### src/design/adc_seq_pkg.sv
package adc_seq_pkg;
  // Register indices; byte address is four times the index
  localparam logic [13:0] IDX_CNT_SLOT10 = 14'h2100;
  localparam logic [13:0] IDX_SLOT8_9 = 14'h2101;
  localparam logic [13:0] IDX_SLOT6_7 = 14'h2102;
  localparam logic [13:0] IDX_SLOT4_5 = 14'h2103;
  localparam logic [13:0] IDX_SLOT2_3 = 14'h2104;
  localparam logic [13:0] IDX_SLOT0_1 = 14'h2105;
  localparam logic [13:0] IDX_EQU_CHOP = 14'h2106;
  localparam logic [13:0] IDX_FILT_DIFF = 14'h210c;
  localparam logic [13:0] IDX_RATE_PLL = 14'h2200;
  localparam logic [13:0] IDX_PREAMP = 14'h2704;
  localparam logic [13:0] IDX_REMOTE = 14'h2709;
  localparam logic [13:0] IDX_STATUS = 14'h2110;
  // Field positions
  localparam int SLOT_CNT_LSB = 4;
  localparam int EQU_LSB = 5;
  localparam int CHOP_LSB = 2;
  localparam int FILT_LSB = 1;
  localparam int DIFF_LSB = 4;
  localparam int RATE_BIT = 5;
  localparam int PLL_FAST_BIT = 4;
  localparam int PREAMP_BIT = 5;
  localparam int REMOTE_LSB = 3;
  // Implemented bits per register; others read zero
  localparam logic [7:0] EQU_CHOP_MASK = 8'hec;
  localparam logic [7:0] FILT_DIFF_MASK = 8'hf6;
  localparam logic [7:0] RATE_PLL_MASK = 8'h30;
  localparam logic [7:0] PREAMP_MASK = 8'h20;
  localparam logic [7:0] REMOTE_MASK = 8'h38;
  localparam logic [7:0] REG_RESET = 8'h00;
  // Encodings
  localparam logic [2:0] EQU_THREE_PHASE = 3'h5;
  localparam logic [3:0] HANDLE_MAX = 4'ha;
  localparam logic [3:0] SLOT_LAST = 4'ha;
  localparam logic [1:0] CHOP_LOW = 2'h1;
  localparam logic [1:0] CHOP_HIGH = 2'h2;
  localparam logic [1:0] AXI_OKAY = 2'h0;
  localparam logic [1:0] AXI_SLVERR = 2'h2;
  // Slow-clock rate in Hz; frame timing in slow-clock periods
  localparam int SLOW_CLK_HZ = 32768;
  localparam int FRAME_CYC_REMOTE = 13;
  localparam int FRAME_CYC_CT = 15;
  typedef enum logic [1:0] {
    ST_IDLE = 2'b00,
    ST_PRE = 2'b01,
    ST_SLOT = 2'b10
  } seq_state_e;
endpackage

### src/design/frame_sequencer.sv
`timescale 1ns/1ps
module frame_sequencer
  import adc_seq_pkg::*;
#(
  parameter int ADDR_W = 16
)
(
  // Clock and reset
  input wire logic clock_in,
  input wire logic srst_in,
  // Slow clock pin
  input wire logic slow_clock_32k_in,
  // AXI4-Lite write
  input wire logic [ADDR_W-1:0] s_axi_awaddr_in,
  input wire logic s_axi_awvalid_in,
  output logic s_axi_awready_out,
  input wire logic [31:0] s_axi_wdata_in,
  input wire logic [3:0] s_axi_wstrb_in,
  input wire logic s_axi_wvalid_in,
  output logic s_axi_wready_out,
  output logic [1:0] s_axi_bresp_out,
  output logic s_axi_bvalid_out,
  input wire logic s_axi_bready_in,
  // AXI4-Lite read
  input wire logic [ADDR_W-1:0] s_axi_araddr_in,
  input wire logic s_axi_arvalid_in,
  output logic s_axi_arready_out,
  output logic [31:0] s_axi_rdata_out,
  output logic [1:0] s_axi_rresp_out,
  output logic s_axi_rvalid_out,
  input wire logic s_axi_rready_in,
  // Multiplexer, filter and engine
  output logic [3:0] slot_input_select_out,
  output logic [3:0] slot_index_out,
  output logic mux_advance_out,
  output logic filter_start_out,
  output logic engine_start_out,
  output logic chop_phase_out,
  output logic remote_window_out,
  // Static configuration
  output logic [3:0] differential_enable_out,
  output logic [2:0] remote_pair_enable_out,
  output logic neutral_gain_eight_out,
  output logic [2:0] energy_equation_select_out,
  output logic three_phase_sum_out,
  output logic [1:0] filter_length_out
);
  import adc_seq_pkg::*;

  if (ADDR_W < 16)
  begin : g_check
    $error("ADDR_W must be at least 16");
  end

  typedef struct packed {
    logic [2:0] sync;
    logic [5:0][7:0] sel;
    logic [7:0] equ_chop;
    logic [7:0] filt;
    logic [7:0] rate;
    logic [7:0] pre;
    logic [7:0] rmt;
    seq_state_e st;
    logic [3:0] slot;
    logic [4:0] left;
    logic [8:0] frame_cyc;
    logic [8:0] frame_len;
    logic [3:0] slots_lat;
    logic [4:0] slot_len_lat;
    logic [3:0] mux_sel;
    logic mux_adv;
    logic filt_start;
    logic eng_start;
    logic chop;
    logic remote_win;
    logic aw_got;
    logic [13:0] aw_idx;
    logic aw_ok;
    logic w_got;
    logic [7:0] wdata;
    logic wstb;
    logic bvalid;
    logic [1:0] bresp;
    logic rvalid;
    logic [7:0] rdata;
    logic [1:0] rresp;
  } state_s;

  state_s cur_r;
  state_s cur_nxt;
  logic tick;
  logic [4:0] slot_len_now;
  logic [1:0] pre_len_now;

  // Slot k lives in register 0x2105 - k/2, low nibble for even k
  function automatic logic [3:0] sel_of(input logic [5:0][7:0] s, input logic [3:0] k);
    logic [3:0] v;
    v = 4'h0;
    if (k <= SLOT_LAST)
      v = k[0] ? s[k[3:1]][7:4] : s[k[3:1]][3:0];
    return v;
  endfunction

  function automatic logic [4:0] slot_len(input logic pf, input logic [1:0] fl, input logic ad);
    logic [4:0] t;
    // Widened before the add, so a length field of three counts four, not zero
    t = 5'((pf ? 5'h1 : 5'h3) * (5'(fl) + 5'h1));
    if (ad)
      t = {t[3:0], 1'b0};
    return t;
  endfunction

  function automatic logic addr_ok(input logic [ADDR_W-1:0] a);
    logic [13:0] i;
    logic hit;
    i = a[15:2];
    case (i)
      IDX_CNT_SLOT10, IDX_SLOT8_9, IDX_SLOT6_7, IDX_SLOT4_5, IDX_SLOT2_3, IDX_SLOT0_1,
      IDX_EQU_CHOP, IDX_FILT_DIFF, IDX_RATE_PLL, IDX_PREAMP, IDX_REMOTE, IDX_STATUS:
        hit = 1'b1;
      default:
        hit = 1'b0;
    endcase
    return hit && (a[1:0] == 2'h0) && ((a >> 16) == '0);
  endfunction

  function automatic logic [7:0] read_reg(input state_s c, input logic [13:0] i);
    logic [7:0] v;
    case (i)
      IDX_CNT_SLOT10: v = c.sel[5];
      IDX_SLOT8_9: v = c.sel[4];
      IDX_SLOT6_7: v = c.sel[3];
      IDX_SLOT4_5: v = c.sel[2];
      IDX_SLOT2_3: v = c.sel[1];
      IDX_SLOT0_1: v = c.sel[0];
      IDX_EQU_CHOP: v = c.equ_chop;
      IDX_FILT_DIFF: v = c.filt;
      IDX_RATE_PLL: v = c.rate;
      IDX_PREAMP: v = c.pre;
      IDX_REMOTE: v = c.rmt;
      IDX_STATUS: v = {1'b0, c.remote_win, c.chop, c.st != ST_IDLE, c.slot};
      default: v = 8'h00;
    endcase
    return v;
  endfunction

  // The third stage only feeds edge detection; the first is metastable
  assign tick = cur_r.sync[1] & ~cur_r.sync[2];
  assign slot_len_now = slot_len(cur_r.rate[PLL_FAST_BIT], cur_r.filt[FILT_LSB +: 2],
                                 cur_r.rate[RATE_BIT]);
  assign pre_len_now = cur_r.rate[PLL_FAST_BIT] ? 2'h1 : 2'h3;

  always_comb
  begin
    cur_nxt = cur_r;
    cur_nxt.sync = {cur_r.sync[1:0], slow_clock_32k_in};
    cur_nxt.mux_adv = 1'b0;
    cur_nxt.filt_start = 1'b0;
    cur_nxt.eng_start = 1'b0;

    // Register bus: address and data may arrive in either order
    if (s_axi_awvalid_in && s_axi_awready_out)
    begin
      cur_nxt.aw_got = 1'b1;
      cur_nxt.aw_idx = s_axi_awaddr_in[15:2];
      cur_nxt.aw_ok = addr_ok(s_axi_awaddr_in);
    end
    if (s_axi_wvalid_in && s_axi_wready_out)
    begin
      cur_nxt.w_got = 1'b1;
      cur_nxt.wdata = s_axi_wdata_in[7:0];
      cur_nxt.wstb = s_axi_wstrb_in[0];
    end
    if (cur_r.aw_got && cur_r.w_got)
    begin
      cur_nxt.aw_got = 1'b0;
      cur_nxt.w_got = 1'b0;
      cur_nxt.bvalid = 1'b1;
      cur_nxt.bresp = cur_r.aw_ok ? AXI_OKAY : AXI_SLVERR;
      if (cur_r.aw_ok && cur_r.wstb)
      begin
        case (cur_r.aw_idx)
          IDX_CNT_SLOT10: cur_nxt.sel[5] = cur_r.wdata;
          IDX_SLOT8_9: cur_nxt.sel[4] = cur_r.wdata;
          IDX_SLOT6_7: cur_nxt.sel[3] = cur_r.wdata;
          IDX_SLOT4_5: cur_nxt.sel[2] = cur_r.wdata;
          IDX_SLOT2_3: cur_nxt.sel[1] = cur_r.wdata;
          IDX_SLOT0_1: cur_nxt.sel[0] = cur_r.wdata;
          IDX_EQU_CHOP: cur_nxt.equ_chop = cur_r.wdata & EQU_CHOP_MASK;
          IDX_FILT_DIFF: cur_nxt.filt = cur_r.wdata & FILT_DIFF_MASK;
          IDX_RATE_PLL: cur_nxt.rate = cur_r.wdata & RATE_PLL_MASK;
          IDX_PREAMP: cur_nxt.pre = cur_r.wdata & PREAMP_MASK;
          IDX_REMOTE: cur_nxt.rmt = cur_r.wdata & REMOTE_MASK;
          // Status is read-only: a write there is accepted and dropped
          default: cur_nxt.bresp = AXI_OKAY;
        endcase
      end
    end
    else if (s_axi_bready_in && cur_r.bvalid)
      cur_nxt.bvalid = 1'b0;
    if (s_axi_arvalid_in && s_axi_arready_out)
    begin
      cur_nxt.rvalid = 1'b1;
      cur_nxt.rdata = read_reg(cur_r, s_axi_araddr_in[15:2]);
      cur_nxt.rresp = addr_ok(s_axi_araddr_in) ? AXI_OKAY : AXI_SLVERR;
      if (!addr_ok(s_axi_araddr_in))
        cur_nxt.rdata = 8'h00;
    end
    else if (s_axi_rready_in && cur_r.rvalid)
      cur_nxt.rvalid = 1'b0;

    // Forced chop levels follow the field at once
    if (cur_r.equ_chop[CHOP_LSB +: 2] == CHOP_LOW)
      cur_nxt.chop = 1'b0;
    else if (cur_r.equ_chop[CHOP_LSB +: 2] == CHOP_HIGH)
      cur_nxt.chop = 1'b1;

    // Sequencer: moves only on slow-clock rising edges
    if (tick)
    begin
      cur_nxt.frame_cyc = 9'(cur_r.frame_cyc + 9'h1);
      case (cur_r.st)
        ST_PRE:
        begin
          if (cur_r.left == 5'h0)
          begin
            cur_nxt.st = ST_SLOT;
            cur_nxt.slot = 4'h0;
            cur_nxt.left = 5'(cur_r.slot_len_lat - 5'h1);
            cur_nxt.mux_sel = sel_of(cur_r.sel, 4'h0);
            cur_nxt.mux_adv = 1'b1;
            cur_nxt.filt_start = 1'b1;
          end
          else
            cur_nxt.left = 5'(cur_r.left - 5'h1);
        end
        ST_SLOT:
        begin
          if (cur_r.left != 5'h0)
            cur_nxt.left = 5'(cur_r.left - 5'h1);
          else if (cur_r.slot != 4'(cur_r.slots_lat - 4'h1))
          begin
            cur_nxt.slot = 4'(cur_r.slot + 4'h1);
            cur_nxt.left = 5'(cur_r.slot_len_lat - 5'h1);
            cur_nxt.mux_sel = sel_of(cur_r.sel, 4'(cur_r.slot + 4'h1));
            cur_nxt.mux_adv = 1'b1;
            cur_nxt.filt_start = 1'b1;
          end
          else
            cur_nxt.st = ST_IDLE;
        end
        default:
          cur_nxt.st = ST_IDLE;
      endcase
      // Frame boundary: slot count and lengths are latched here, so later writes to them wait a frame
      if (cur_nxt.st == ST_IDLE)
      begin
        cur_nxt.slot = 4'h0;
        cur_nxt.frame_cyc = 9'h0;
        if (cur_r.sel[5][SLOT_CNT_LSB +: 4] != 4'h0)
        begin
          cur_nxt.st = ST_PRE;
          cur_nxt.slots_lat = cur_r.sel[5][SLOT_CNT_LSB +: 4];
          cur_nxt.slot_len_lat = slot_len_now;
          cur_nxt.left = 5'(pre_len_now - 2'h1);
          cur_nxt.frame_len = 9'(pre_len_now) +
                              9'(slot_len_now) * 9'(cur_r.sel[5][SLOT_CNT_LSB +: 4]);
          cur_nxt.eng_start = 1'b1;
          if (cur_r.equ_chop[CHOP_LSB +: 2] != CHOP_LOW &&
              cur_r.equ_chop[CHOP_LSB +: 2] != CHOP_HIGH)
            cur_nxt.chop = ~cur_r.chop;
        end
      end
      // Remote pairs are sampled over the frame's latter half
      cur_nxt.remote_win = (|cur_r.rmt) && (cur_nxt.st != ST_IDLE) &&
                           ({cur_nxt.frame_cyc, 1'b0} >= {1'b0, cur_nxt.frame_len});
    end
    if (cur_r.st == ST_IDLE && !tick)
      cur_nxt.remote_win = 1'b0;
  end

  always_ff @(posedge clock_in)
  begin
    if (srst_in)
      cur_r <= '0;
    else
      cur_r <= cur_nxt;
  end

  assign s_axi_awready_out = ~cur_r.aw_got & ~cur_r.bvalid;
  assign s_axi_wready_out = ~cur_r.w_got & ~cur_r.bvalid;
  assign s_axi_bvalid_out = cur_r.bvalid;
  assign s_axi_bresp_out = cur_r.bresp;
  assign s_axi_arready_out = ~cur_r.rvalid;
  assign s_axi_rvalid_out = cur_r.rvalid;
  assign s_axi_rdata_out = {24'h0, cur_r.rdata};
  assign s_axi_rresp_out = cur_r.rresp;

  assign slot_input_select_out = cur_r.mux_sel;
  assign slot_index_out = cur_r.slot;
  assign mux_advance_out = cur_r.mux_adv;
  assign filter_start_out = cur_r.filt_start;
  assign engine_start_out = cur_r.eng_start;
  assign chop_phase_out = cur_r.chop;
  assign remote_window_out = cur_r.remote_win;
  assign differential_enable_out = cur_r.filt[DIFF_LSB +: 4];
  assign remote_pair_enable_out = cur_r.rmt[REMOTE_LSB +: 3];
  assign neutral_gain_eight_out = cur_r.pre[PREAMP_BIT];
  assign energy_equation_select_out = cur_r.equ_chop[EQU_LSB +: 3];
  assign three_phase_sum_out = cur_r.equ_chop[EQU_LSB +: 3] == EQU_THREE_PHASE;
  assign filter_length_out = cur_r.filt[FILT_LSB +: 2];
endmodule

### config.mk
export PLATFORM = sky130hd
export DESIGN_NAME = frame_sequencer
export DESIGN_NICKNAME = d
export VERILOG_FILES = /design/src/design/adc_seq_pkg.sv /design/src/design/frame_sequencer.sv
export SDC_FILE = /design/constraint.sdc
export NUM_CORES = 1
export LEC_CHECK = 0
export ABC_AREA = 1
export BUFFER_PORTS_ARGS = -buffer_cell sky130_fd_sc_hd__buf_2
export CAP_MARGIN = 30
export CELL_PAD_IN_SITES_DETAIL_PLACEMENT = 0
export CELL_PAD_IN_SITES_GLOBAL_PLACEMENT = 1
export CORE_MARGIN = 8
export CORE_UTILIZATION = 44
export DETAILED_ROUTE_END_ITERATION = 12
export PLACE_DENSITY_LB_ADDON = 0.25
export SLEW_MARGIN = 20
export SYNTH_ARGS = -nofsm -noshare
export SYNTH_HDL_FRONTEND = slang
export SYNTH_SLANG_ARGS = --single-unit
### constraint.sdc
create_clock -name clock_in -period 9.3 [get_ports clock_in]
set_input_delay 1.395 -clock clock_in [delete_from_list [all_inputs] [get_ports clock_in]]
set_output_delay 1.395 -clock clock_in [all_outputs]
set_load 0.02 [all_outputs]
**After elaboration in Yosys (flattened, before gate mapping)**

Cells that the tools add are included.

- Reductions and logical operators: 48
- Bitwise logic cells: 11
- Multiply operators: 2
- $lt $le $gt $ge: 3
- $add $sub $neg: 8
- Mux-type cells: 45
- Equality and inequality tests: 52

Operators by type and width:

| operator | number |
|---|---|
| 14-bit equality test (second input constant) | 35 |
| 8-bit case mux with 12 select lines | 1 |
| 38-bit two-way mux | 2 |
| 3-bit AND reduction | 12 |
| 6-bit two-way mux | 5 |
| 8-bit binary-select mux with 3-bit select | 1 |
| 12-bit OR reduction | 2 |
| 2-bit two-way mux | 11 |
| 5-bit two-way mux | 4 |
| 18-bit two-way mux | 1 |
| 9-bit case mux with 2 select lines | 1 |
| 8-bit two-way mux | 2 |
| 1-bit logical AND | 13 |
| 1-bit two-way mux | 12 |
| 4-bit inequality test (second input constant) | 3 |
| 6-bit case mux with 2 select lines | 1 |
| 11-bit OR reduction | 1 |
| 10-bit by 9-bit greater-or-equal comparator with 1-bit output | 1 |
| 5-bit AND reduction | 2 |
| 2-bit nonzero test | 5 |
| 5-bit by 1-bit subtractor with 5-bit output (second input constant) | 2 |
| 2-bit by 9-bit adder with 9-bit output | 1 |
| 9-bit by 1-bit adder with 9-bit output (second input constant) | 1 |
| 5-bit by 4-bit multiplier with 9-bit output | 1 |
| other kinds (26) | 49 |

- Register bits after elaboration: 155
- Input bits: 76

**Depth between registers and ports, before layout**

Gate-level depths: netlist (run 1).

- Word-level depth: 13
- Depth in mapped cells: 34

**Worst setup path before layout (run 1)**

OpenSTA, ideal clock, no wires.

- Path type: register to register
- From: reg cur_r, in the netlist filter_length_out[0]
- To: reg cur_r, in the netlist remote_window_out
- Period minus slack after synthesis: 4.622 ns
- Path slack: 4.678 ns
- Arrival time: 4.503 ns
- Cell stages (with the launch flop): 32
- Cells stage by stage: dfxtp_1 ha_1 inv_1 nor2_1 ha_1 nand2_1 inv_1 nor2_1 nand2_1 o21ai_0 inv_1 nor2_1 fa_1 inv_1 fa_1 inv_1 ha_1 a21oi_1 nor2_1 o21ai_0 nand2_1 xnor2_1 o21ai_0 inv_1 ha_1 a21o_1 a21oi_1 o211ai_1 inv_1 nand2_1 nand2_1 a21oi_1

- Word-level cells in the longest chain between the ends: 10

RTL lines:

| element | RTL line | RTL |
|---|---|---|
| start: declaration | frame_sequencer.sv:89 | `state_s cur_r;` |
| start signal: assignment | frame_sequencer.sv:287 | `cur_r <= cur_nxt;` |
| 2-bit by 1-bit adder with 3-bit output | frame_sequencer.sv:107 | `t = 5'((pf ? 5'h1 : 5'h3) * (5'(fl) + 5'h1));` |
| 2-bit by 3-bit multiplier with 5-bit output | frame_sequencer.sv:107 |  |
| 5-bit two-way mux | frame_sequencer.sv:108 | `if (ad)` |
| 5-bit by 4-bit multiplier with 9-bit output | frame_sequencer.sv:267 | `9'(slot_len_now) * 9'(cur_r.sel[5][SLOT_CNT_LSB +: 4]);` |
| 2-bit by 9-bit adder with 9-bit output | frame_sequencer.sv:266 | `cur_nxt.frame_len = 9'(pre_len_now) +` |
| 18-bit two-way mux | frame_sequencer.sv:260 | `if (cur_r.sel[5][SLOT_CNT_LSB +: 4] != 4'h0)` |
| 38-bit two-way mux | frame_sequencer.sv:256 | `if (cur_nxt.st == ST_IDLE)` |
| 38-bit two-way mux | frame_sequencer.sv:219 | `if (tick)` |
| 10-bit by 9-bit greater-or-equal comparator with 1-bit output | frame_sequencer.sv:276 | `({cur_nxt.frame_cyc, 1'b0} >= {1'b0, cur_nxt.frame_len});` |
| 1-bit logical AND | frame_sequencer.sv:275 | `cur_nxt.remote_win = (\|cur_r.rmt) && (cur_nxt.st != ST_IDLE) &&` |

Every way passes these cells. The select of a mux whose other input is x is not followed.
A chain may end at the register's enable or synchronous reset.

**Worst setup path in the final report (run 1)**

Ends and elaborated chain as after synthesis.

==> run_results.csv, run 1 <==
group,metric,value,unit
synth,synth_cells,1310,
global_route,track_usage,20.64,%
synth,syn_area_per_cell,7.009,sq um
finish,drive_above_1_share,13.16,%
routing,num_vias,8548,
synth,ys_seq_elements,152,
routing,drc,0,
power_and_ir_drop,fin_total_pwr,1.506,mW
clock_tree,cts_setup_buffers,0,
setup_path,worstSetupPathType,"flip-flop to flip-flop",
synth,async_flop_share,0,%
floorplanning,rows,53,
global_route,gr-usage-met1,27.31,%
clock_tree,post_cts_resized,0,
routing,postRouteAntennaNets,0,
clock_tree,clockBufferDepth,2,
global_route,antenna_found_initial,0,
synth,synth_edf_count,0,
global_route,grt_util_met2,33.58,%
clock_tree,ctsHoldBuffers,0,
timing,period_minus_slack,5250,ps
floorplanning,core,20760,sq um
finish,fin_cells,1643,
setup_path,max_stage_delay,550,ps
power_and_ir_drop,power.density,149.2,nW/um^2
global_route,met3_usage,2.943,%
clock_tree,clock_latency,440,ps
power_and_ir_drop,power.share.sequential,45.1,%
synth,synthesis.area,9181,sq um
floorplanning,die_y,160.5,um
finish,layout_common_cells,"nor2_1, nand2_1, inv_1, dfxtp_1, o21ai_0",
synth,synthTopCellsByArea,"dfxtp_1, nor2_1, o21ai_0, nand2_1, inv_1",
global_route,grt_pass1_wl,42820,um
setup_path,r2r_slack,4050,ps
setup_path,reg2reg_to,"remote_window_out",
finish,num-fill-cells,2155,
clock_tree,htree_levels,4,
synth,yosysTopAreaCell,"dfxtp_1",
timing,finalSetupViolCount,0,
power_and_ir_drop,switching_share,28.98,%
finish,final_nets,1474,
setup_path,worstPathCellList,"ha_1 > ha_1 > o21ai_0 > nor2_1 > fa_1 > inv_1 > fa_1 > inv_1 > ha_1 > a21oi_1 > nor2_1 > o21ai_0 > nand2_1 > xnor2_1 > o21ai_0 > inv_1 > ha_1 > a21o_1 > a21oi_1 > o211ai_1 > inv_1 > nand2_1 > nand2_1 > a21oi_1",
global_route,grt_pass1_vias,7920,
power_and_ir_drop,leakagePower,4.303,nW
setup_path,startpoint_type,"flip-flop",
clock_tree,cts_tree,"yes",
routing,drtPass1Iterations,5,
power_and_ir_drop,p_sw,0.4364,mW
global_route,grt-busiest-layer,"met2",
place,port_buffers,90,
clock_tree,cts.sinks,152,
routing,drt-initial-drc-count,502,
clock_tree,clk_pin_slew_worst_paths,70,ps
floorplanning,pin_count,144,
clock_tree,root_buffer,"clkbuf_16",
global_route,gr-total-overflow,0,
finish,multi_input_area,4975,sq um
min_path,min_from,"cur_nxt[176]",
floorplanning,die_w,160.5,um
timing,min_period_over_period,56.45,%
synth,ys_types,55,
min_path,min_path_type,"flip-flop to flip-flop",
routing,wl_per_cell,16.31,um
status,status,"completed",
global_route,grt_max_degree,66,
place,globalplace.congestion,0.9286,
floorplanning,dieArea,25740,sq um
place,dpl.cell_count,1607,
finish,diodes,0,
power_and_ir_drop,vdd_drop_max,108.9,uV
timing,tns,0,ps
setup_path,r2r_start,"filter_length_out[0]",
setup_path,cp-end-kind,"flip-flop",
synth,synth_warnings,0,
clock_tree,cts-buffers-inserted,17,
power_and_ir_drop,clkPwrFrac,44.7,%
timing,finalHoldViolations,0,
power_and_ir_drop,p_int,1.069,mW
finish,syn2layout_area_growth,9.934,%
finish,final_common_cell,"nor2_1",
setup_path,slowest_stage,"fa_1",
place,hpwl,20540,um
floorplanning,start_util,44.23,%
power_and_ir_drop,p_comb_share,10.2,%
timing,hold_slack,405.2,ps
routing,viasPerCell,5.203,
timing,slew_violations,0,
timing,fmax,190.5,MHz
routing,wl,26800,um
synth,synthFlopType,"dfxtp_1",
synth,synth_top_area_share,33.14,%
min_path,holdPathEnd,"cur_nxt[177]",
finish,register_area,3043,sq um
timing,skew,14.66,ps
setup_path,crit_arrival,5570,ps
synth,ys_seq_area_share,33.14,%
job,drv_cap,0,
timing,worst_pin_slew,1070,ps
timing,rsz0062_at_grt,"false",
setup_path,ff2ff_path_depth,24,
setup_path,crit_required,9620,ps
min_path,hold_depth,2,
setup_path,cp_max_fo,7,
timing,slew_headroom,27.73,%
==> routing by layer <==
layer	share of wire (%)	wire length, um
met1	47	12610
met2	47	12520
met5	0	0
met3	3.9	1055
met4	2.3	617
==> cell type report <==
cell class                 count  area share [%]
tap                          275           3.409
clock inverter                14           1.252
multi-input combinational    914           49.29
inverter                     172           6.421
timing repair buffer          98           5.132
sequential                   152           30.15
clock buffer                  18           4.351
==> worst max-delay path by stage <==
| stage | startpoint | endpoint | slack, ps |
|---|---|---|---|
| floorplan | filter_length_out[0] | remote_window_out | 4680 |
| global placement | filter_length_out[0] | remote_window_out | 4120 |
| detailed placement | filter_length_out[0] | remote_window_out | 4100 |
| CTS | filter_length_out[0] | remote_window_out | 4050 |
| global route | filter_length_out[0] | remote_window_out | 3590 |
| finish | filter_length_out[0] | remote_window_out | 4050 |
==> registers in the layout, indices dropped and copies added (netlist names) <==
register,count
chop_phase_out,1
cur_nxt,2
cur_r,113
differential_enable_out,4
energy_equation_select_out,3
engine_start_out,1
filter_length_out,2
mux_advance_out,1
neutral_gain_eight_out,1
remote_pair_enable_out,3
remote_window_out,1
s_axi_bresp_out,1
s_axi_bvalid_out,1
s_axi_rdata_out,8
s_axi_rresp_out,1
s_axi_rvalid_out,1
slot_index_out,4
slot_input_select_out,4
==> per-stage QoR <==
stage | cell area (sq um) | utilization, % | setup WS [ps]
global route | 10090 | 48.63 | 3593
CTS | 10060 | 48.47 | 4054
finish | 10090 | 48.63 | 4050
global placement | 9483 | 45.69 | 4120
floorplan | 9275 | - | 4678
detailed placement | 9494 | 45.74 | 4104
==> cells in the mapped netlist, types with 2 or more instances <==
library cell,number
a211oi_1,45
a21oi_1,108
a21oi_4,2
a221oi_1,12
a31oi_1,3
buf_1,3
buf_2,7
buf_4,59
buf_6,3
clkbuf_1,25
clkinv_1,4
dfxtp_1,152
fa_1,6
ha_1,37
inv_1,157
inv_2,10
mux2i_1,3
nand2_1,162
nand2_2,8
nand2_4,2
nand3_1,74
nand3_2,2
nand4_1,5
nor2_1,183
nor2_2,4
nor2_4,3
nor3_1,22
nor3_2,4
nor3b_1,2
nor4_1,6
nor4_2,2
o2111ai_1,4
o211ai_1,13
o21ai_0,128
o21ai_1,12
o22ai_1,5
or2_2,4
xnor2_1,6
xor2_1,7
==> power by group through the flow <==
stage	Combinational (mW)	Clock, mW	Sequential, mW
after global routing	0.173	0.718	0.681
after global placement	0.152	0	0.693
final	0.154	0.673	0.679
after floorplan	0.118	0	0.691
after detailed placement	0.154	0	0.693
after CTS	0.154	0.687	0.679
==> critical path, delay by kind of cell (launching register included) <==
family / cells / cell delay (ps)
XOR/XNOR: 1 / 140
buffers and inverters: 4 / 220
AO/OA/AOI/OAI: 8 / 1530
flip-flops: 1 / 520
AND/OR/NAND/NOR: 5 / 400
adder cells (fa/ha/maj): 6 / 2320
==> logic make-up after synthesis <==
logic type / count (synthesis) / synth area share, %
and+or+nand+nor: 487 / 23.48
AOI/OAI and AO/OA: 342 / 21.64
buffers and inverters: 269 / 13.78
DFF: 152 / 33.14
adders and majority gates: 43 / 6.351
xor gates and xnor gates: 13 / 1.240
muxes: 3 / 0.3271
other: 1 / 0.04084
Power figures use the tool's default switching activity.
==> inputs of run 2 (changes only) <==
- ABC_AREA: 1 -> 0
- CORE_UTILIZATION: 44 -> 43
- clock period: 9.3 -> 5.36 ns (I/O delays scaled with it)
==> run 2 against run 1 <==
Against the previous run:
- synthesized cell count decreased by 14%
- clock skew decreased by 5.2 ps
- register-to-register slack got worse by 3700 ps
- critical path type unchanged
- global-route usage decreased by 0.76 points
- highest routed layer unchanged
- power increased by 69%
- clock power increased by 83%
==> run_results.csv, run 2 <==
group,metric,value,unit
synth,ys_seq_area_share,32.14,%
place,hpwl,19640,um
synth,synth_top_area_share,32.14,%
synth,ys_seq_elements,152,
place,dpl.cell_count,1408,
clock_tree,cts-buffers-inserted,17,
global_route,grt_max_degree,94,
global_route,gr-total-overflow,0,
finish,drive_above_1_share,16.27,%
floorplanning,pin_count,144,
timing,tns,0,ps
synth,synthesis.area,9467,sq um
finish,layout_common_cells,"dfxtp_1, nand2_1, nor2_1, buf_2, a21oi_1",
global_route,antenna_found_initial,0,
floorplanning,die_w,164.4,um
floorplanning,dieArea,27020,sq um
min_path,min_from,"cur_nxt[176]",
global_route,track_usage,19.88,%
finish,final_common_cell,"dfxtp_1",
clock_tree,root_buffer,"clkbuf_16",
status,status,"completed",
place,globalplace.congestion,0.9172,
synth,yosysTopAreaCell,"dfxtp_1",
setup_path,crit_required,5680,ps
timing,min_period_over_period,93.94,%
place,postPlaceCellArea,9736,sq um
routing,num_vias,8085,
setup_path,r2r_slack,320,ps
clock_tree,htree_levels,4,
clock_tree,clockBufferDepth,2,
place,pre_cts_ws,123.2,ps
routing,postRouteAntennaNets,0,
timing,layout_setup_ws,324.7,ps
power_and_ir_drop,leakagePower,4.307,nW
setup_path,crit_path_frequent_cell,"ha_1",
min_path,holdPathEnd,"cur_nxt[177]",
floorplanning,die_y,164.4,um
setup_path,ff2ff_path_depth,22,
clock_tree,cts_tree,"yes",
setup_path,slowest_stage,"fa_1",
timing,skew,9.416,ps
timing,hold_slack,441.1,ps
timing,period_minus_slack,5035,ps
finish,largest_register_ffs,113,
setup_path,worstPathCellList,"ha_1 > nor2b_1 > ha_1 > xor2_1 > nor2_1 > a21oi_2 > nand2_1 > fa_1 > inv_1 > fa_1 > ha_1 > and2_1 > o21ai_2 > o211ai_1 > a21o_1 > nand4_1 > a21boi_0 > ha_1 > a21o_1 > a221oi_2 > and3b_1 > a311oi_1",
routing,drc,0,
synth,ys_types,84,
power_and_ir_drop,vdd_drop_max,183.2,uV
global_route,grt_pass1_vias,7736,
job,drv_cap,0,
setup_path,crit_arrival,5360,ps
setup_path,cp-end-kind,"flip-flop",
synth,syn_area_per_cell,8.430,sq um
finish,final_area,10400,sq um
synth,synth_cells,1123,
synth,synth_warnings,0,
synth,async_flop_share,0,%
timing,rsz0062_at_grt,"false",
floorplanning,rows,54,
finish,diodes,0,
routing,drt-initial-drc-count,490,
floorplanning,start_util,43.65,%
synth,yosysMostFrequentCell,"dfxtp_1",
synth,synthFlopType,"dfxtp_1",
power_and_ir_drop,power.density,245.5,nW/um^2
timing,fmax,198.6,MHz
timing,slew_violations,0,
routing,viasPerCell,5.607,
finish,top_register,"cur_r",
routing,wl_per_cell,18.79,um
clock_tree,clk_pin_slew_worst_paths,70,ps
setup_path,reg2reg_to,"remote_window_out",
finish,syn2layout_area_growth,9.820,%
setup_path,cp_max_fo,4,
setup_path,max_stage_delay,500,ps
clock_tree,cts.sinks,152,
finish,utilization,47.93,%
synth,synth_edf_count,0,
finish,fin_cells,1442,
timing,finalSetupViolCount,0,
power_and_ir_drop,fin_total_pwr,2.552,mW
routing,drtPass1Iterations,5,
setup_path,startpoint_type,"flip-flop",
setup_path,r2r_start,"filter_length_out[0]",
place,port_buffers,90,
clock_tree,clock_latency,440,ps
setup_path,worstSetupPathType,"flip-flop to flip-flop",
timing,worst_pin_slew,921.8,ps
min_path,min_path_type,"flip-flop to flip-flop",
floorplanning,core,21690,sq um
synth,synthTopCellsByCount,"dfxtp_1, nand2_1, nor2_1",
routing,wl,27090,um
min_path,hold_depth,1,
timing,slew_headroom,36.96,%
global_route,grt_pass1_wl,42680,um
timing,finalHoldViolations,0,
finish,num-fill-cells,2199,
finish,final_nets,1269,
synth,synthTopCellsByArea,"dfxtp_1, mux2i_1, ha_1, buf_4, nand2_1",
-- run 2: cells by family (layout without fill, tap and decap cells) --
kind of cell	after synthesis	after routing	synth area share, %
other cells	1	26	0.03961
compound gates	216	216	15.00
simple gates	419	419	22.16
xor+xnor	28	28	2.590
buf+inv	155	169	9.040
flops	152	152	32.14
mux	109	109	12.86
fa+ha+maj	43	43	6.159
-- run 2: metal layers --
layer  global-route usage, %  vias to the layer above  routed length, um  part of all wire (%)
met5                       0                        -                  0                     0
met4                   5.979                        0                413                   1.5
met3                   4.187                       31               1454                   5.4
met2                   31.31                      227              12290                    45
met1                   26.89                     3857              12930                    48
li1                        -                     3970                  -                     -
-- run 2: critical path: cells and delay by family (launching register included) --
family                     cells  cell delay [ps]
AOI/OAI and AO/OA              8             1390
xor gates and xnor gates       1              200
adders and majority gates      6             2210
buffers and inverters          1               50
DFF                            1              310
and+or+nand+nor                6              760
-- run 2: cell type report --
type / instances / area [sq um] / area share (%)
inverter: 31 / 116.4 / 1.119
tap: 280 / 350.3 / 3.370
clock inverter: 14 / 166.4 / 1.601
clock buffer: 17 / 425.4 / 4.092
sequential: 152 / 3043 / 29.27
multi-input combinational: 841 / 5699 / 54.82
timing repair buffer: 107 / 595.6 / 5.729
-- run 2: repair_timing --
action	4_1_cts	5_1_grt
hold buffers	0	0
buffers inserted	0	2
gates resized for setup	0	5
setup endpoints to repair	0	1
-- run 2: how the worst max path moves through the flow --
stage / start / endpoint / slack, ps / cells past startpoint
after floorplan: filter_length_out[0] / remote_window_out / 430 / 22
after global placement: filter_length_out[0] / remote_window_out / 220 / 22
after detailed placement: filter_length_out[0] / remote_window_out / 120 / 22
after CTS: filter_length_out[0] / remote_window_out / 110 / 22
after global routing: filter_length_out[0] / remote_window_out / 9 / 23
final: filter_length_out[0] / remote_window_out / 320 / 22
-- run 2: where the power goes --
part / switching, mW / internal (mW) / leakage [nW]
combinational: 0.105 / 0.0457 / 2.79
clock: 0.536 / 0.697 / 0.286
sequential: 0.0230 / 1.14 / 1.23
==> inputs of run 3 (changes only) <==
- ABC_AREA: 0 -> 1
- CORE_UTILIZATION: 43 -> 41
==> run 3 against run 2 <==
Against the previous run:
- sequential power about the same
- combinational power increased by 81%
- critical path depth increased by 12
- wire length increased by 2.6%
- power increased by 3.7%
- core utilization decreased by 1.5 points
- worst setup slack improved by 140 ps
- register-to-register slack improved by 140 ps
- largest power group unchanged
==> run_results.csv, run 3 (same netlist as run 1, synthesis figures left out) <==
group,metric,value,unit
status,status,"completed",
power_and_ir_drop,p_comb_share,10.3,%
floorplanning,die_y,165.6,um
setup_path,startpoint_type,"flip-flop",
routing,wl_per_cell,16.81,um
routing,wl,27800,um
timing,period_minus_slack,4891,ps
setup_path,cp-end-kind,"flip-flop",
routing,viasPerCell,5.266,
min_path,min_from,"cur_nxt[176]",
power_and_ir_drop,clkPwrFrac,45.2,%
power_and_ir_drop,vdd_drop_max,187.2,uV
floorplanning,core,21890,sq um
timing,worst_pin_slew,1070,ps
timing,slew_violations,0,
setup_path,cp_max_fo,5,
global_route,grt_max_degree,62,
clock_tree,clock_latency,430,ps
clock_tree,htree_levels,4,
power_and_ir_drop,power.share.sequential,44.5,%
timing,slew_headroom,27.98,%
floorplanning,rows,54,
setup_path,r2r_start,"filter_length_out[1]",
clock_tree,clockBufferDepth,2,
place,hpwl,21130,um
clock_tree,ctsHoldBuffers,0,
routing,num_vias,8705,
power_and_ir_drop,p_int,1.894,mW
setup_path,max_stage_delay,500,ps
clock_tree,cts-buffers-inserted,17,
place,globalplace.congestion,0.9239,
finish,top_register,"cur_r",
job,drv_cap,0,
finish,final_nets,1479,
routing,drt-initial-drc-count,571,
timing,skew,13.79,ps
global_route,gr-total-overflow,0,
clock_tree,root_buffer,"clkbuf_16",
finish,largest_register_ffs,113,
global_route,grt_pass1_wl,44380,um
floorplanning,pin_count,144,
power_and_ir_drop,leakagePower,4.333,nW
finish,final_common_cell,"nor2_1",
setup_path,ff2ff_path_depth,34,
place,port_buffers,90,
floorplanning,die_w,165.6,um
timing,fmax,204.5,MHz
floorplanning,dieArea,27440,sq um
place,pre_cts_ws,294.3,ps
clock_tree,cts_tree,"yes",
routing,drtPass1Iterations,5,
finish,drive_above_1_share,13.91,%
clock_tree,clk_pin_slew_worst_paths,60,ps
setup_path,crit_required,5720,ps
power_and_ir_drop,power.density,260.2,nW/um^2
min_path,hold_depth,2,
min_path,min_path_type,"flip-flop to flip-flop",
global_route,grt_pass1_vias,8247,
clock_tree,cts.sinks,152,
timing,tns,0,ps
min_path,holdPathEnd,"cur_nxt[177]",
routing,postRouteAntennaNets,0,
routing,drc,0,
setup_path,crit_path_frequent_cell,"nand2_1",
timing,finalSetupViolCount,0,
timing,finalHoldViolations,0,
power_and_ir_drop,p_sw,0.7520,mW
power_and_ir_drop,switching_share,28.42,%
global_route,antenna_found_initial,0,
setup_path,crit_arrival,5250,ps
timing,min_period_over_period,91.24,%
finish,diodes,0,
global_route,track_usage,19.75,%
setup_path,slowest_stage,"fa_1",
finish,layout_common_cells,"nor2_1, nand2_1, inv_1, dfxtp_1, o21ai_0",
setup_path,worstSetupPathType,"flip-flop to flip-flop",
floorplanning,start_util,41.94,%
timing,layout_setup_ws,469.4,ps
setup_path,reg2reg_to,"remote_window_out",
setup_path,r2r_slack,470,ps
finish,syn2layout_area_growth,10.78,%
run 3: stage by stage:
step / utilization, % / instance area, sq um / hold WS [ps] / power [mW] / instances
floorplan: - / 9275 / 388.3 / 1.404 / 1335
global placement: 43.42 / 9504 / 396.5 / 1.470 / 1613
detailed placement: 43.50 / 9523 / 397.7 / 1.474 / 1615
CTS: 46.12 / 10100 / 406.5 / 2.663 / 1647
global route: 46.46 / 10170 / 444.3 / 2.749 / 1653
finish: 46.46 / 10170 / 407.0 / 2.646 / 1653
run 3: worst max path at each step:
| stage | startpoint | endpoint | slack (ps) | depth (start not counted) |
|---|---|---|---|---|
| after floorplan | filter_length_out[0] | remote_window_out | 740 | 31 |
| after global placement | filter_length_out[1] | remote_window_out | 400 | 31 |
| after detailed placement | filter_length_out[1] | remote_window_out | 290 | 31 |
| after CTS | filter_length_out[1] | remote_window_out | 290 | 31 |
| after global routing | filter_length_out[1] | remote_window_out | -3 | 34 |
| final | filter_length_out[1] | remote_window_out | 470 | 34 |
run 3: critical path, delay by kind of cell, from the launching register on:
kind                     cells  cell delay (ps)
AO/OA/AOI/OAI                5              540
XOR/XNOR                     1              180
adder cells (fa/ha/maj)      6             2190
buffers and inverters        5              280
flip-flops                   1              350
AND/OR/NAND/NOR             17             1280
run 3: area by class of cell:
| type | instances | area (sq um) |
|---|---|---|
| Sequential cell | 152 | 3044 |
| Multi-Input combinational cell | 914 | 5002 |
| Fill cell | 2288 | 11720 |
| Tap cell | 280 | 350.3 |
| Clock inverter | 13 | 131.4 |
| Timing Repair Buffer | 103 | 551.8 |
| Clock buffer | 19 | 442.9 |
| Inverter | 172 | 648.1 |
run 3: layer usage:
layer / GRT usage, % / routed length [um]
met1: 26.21 / 12980
met2: 29.93 / 11960
met3: 4.212 / 1749
met4: 9.404 / 1105
met5: 0 / 0
run 3: power by group through the flow:
stage	Clock [mW]	Combinational [mW]	Sequential (mW)
after floorplan	0	0.205	1.20
after global placement	0	0.267	1.20
after detailed placement	0	0.270	1.20
after CTS	1.21	0.271	1.18
after global routing	1.26	0.305	1.18
final	1.20	0.273	1.18
run 3: repair_timing:
| item | CTS | global route |
|---|---|---|
| setup buffers | 0 | 3 |
| resized for setup | 0 | 8 |
| setup endpoints to repair | 0 | 1 |
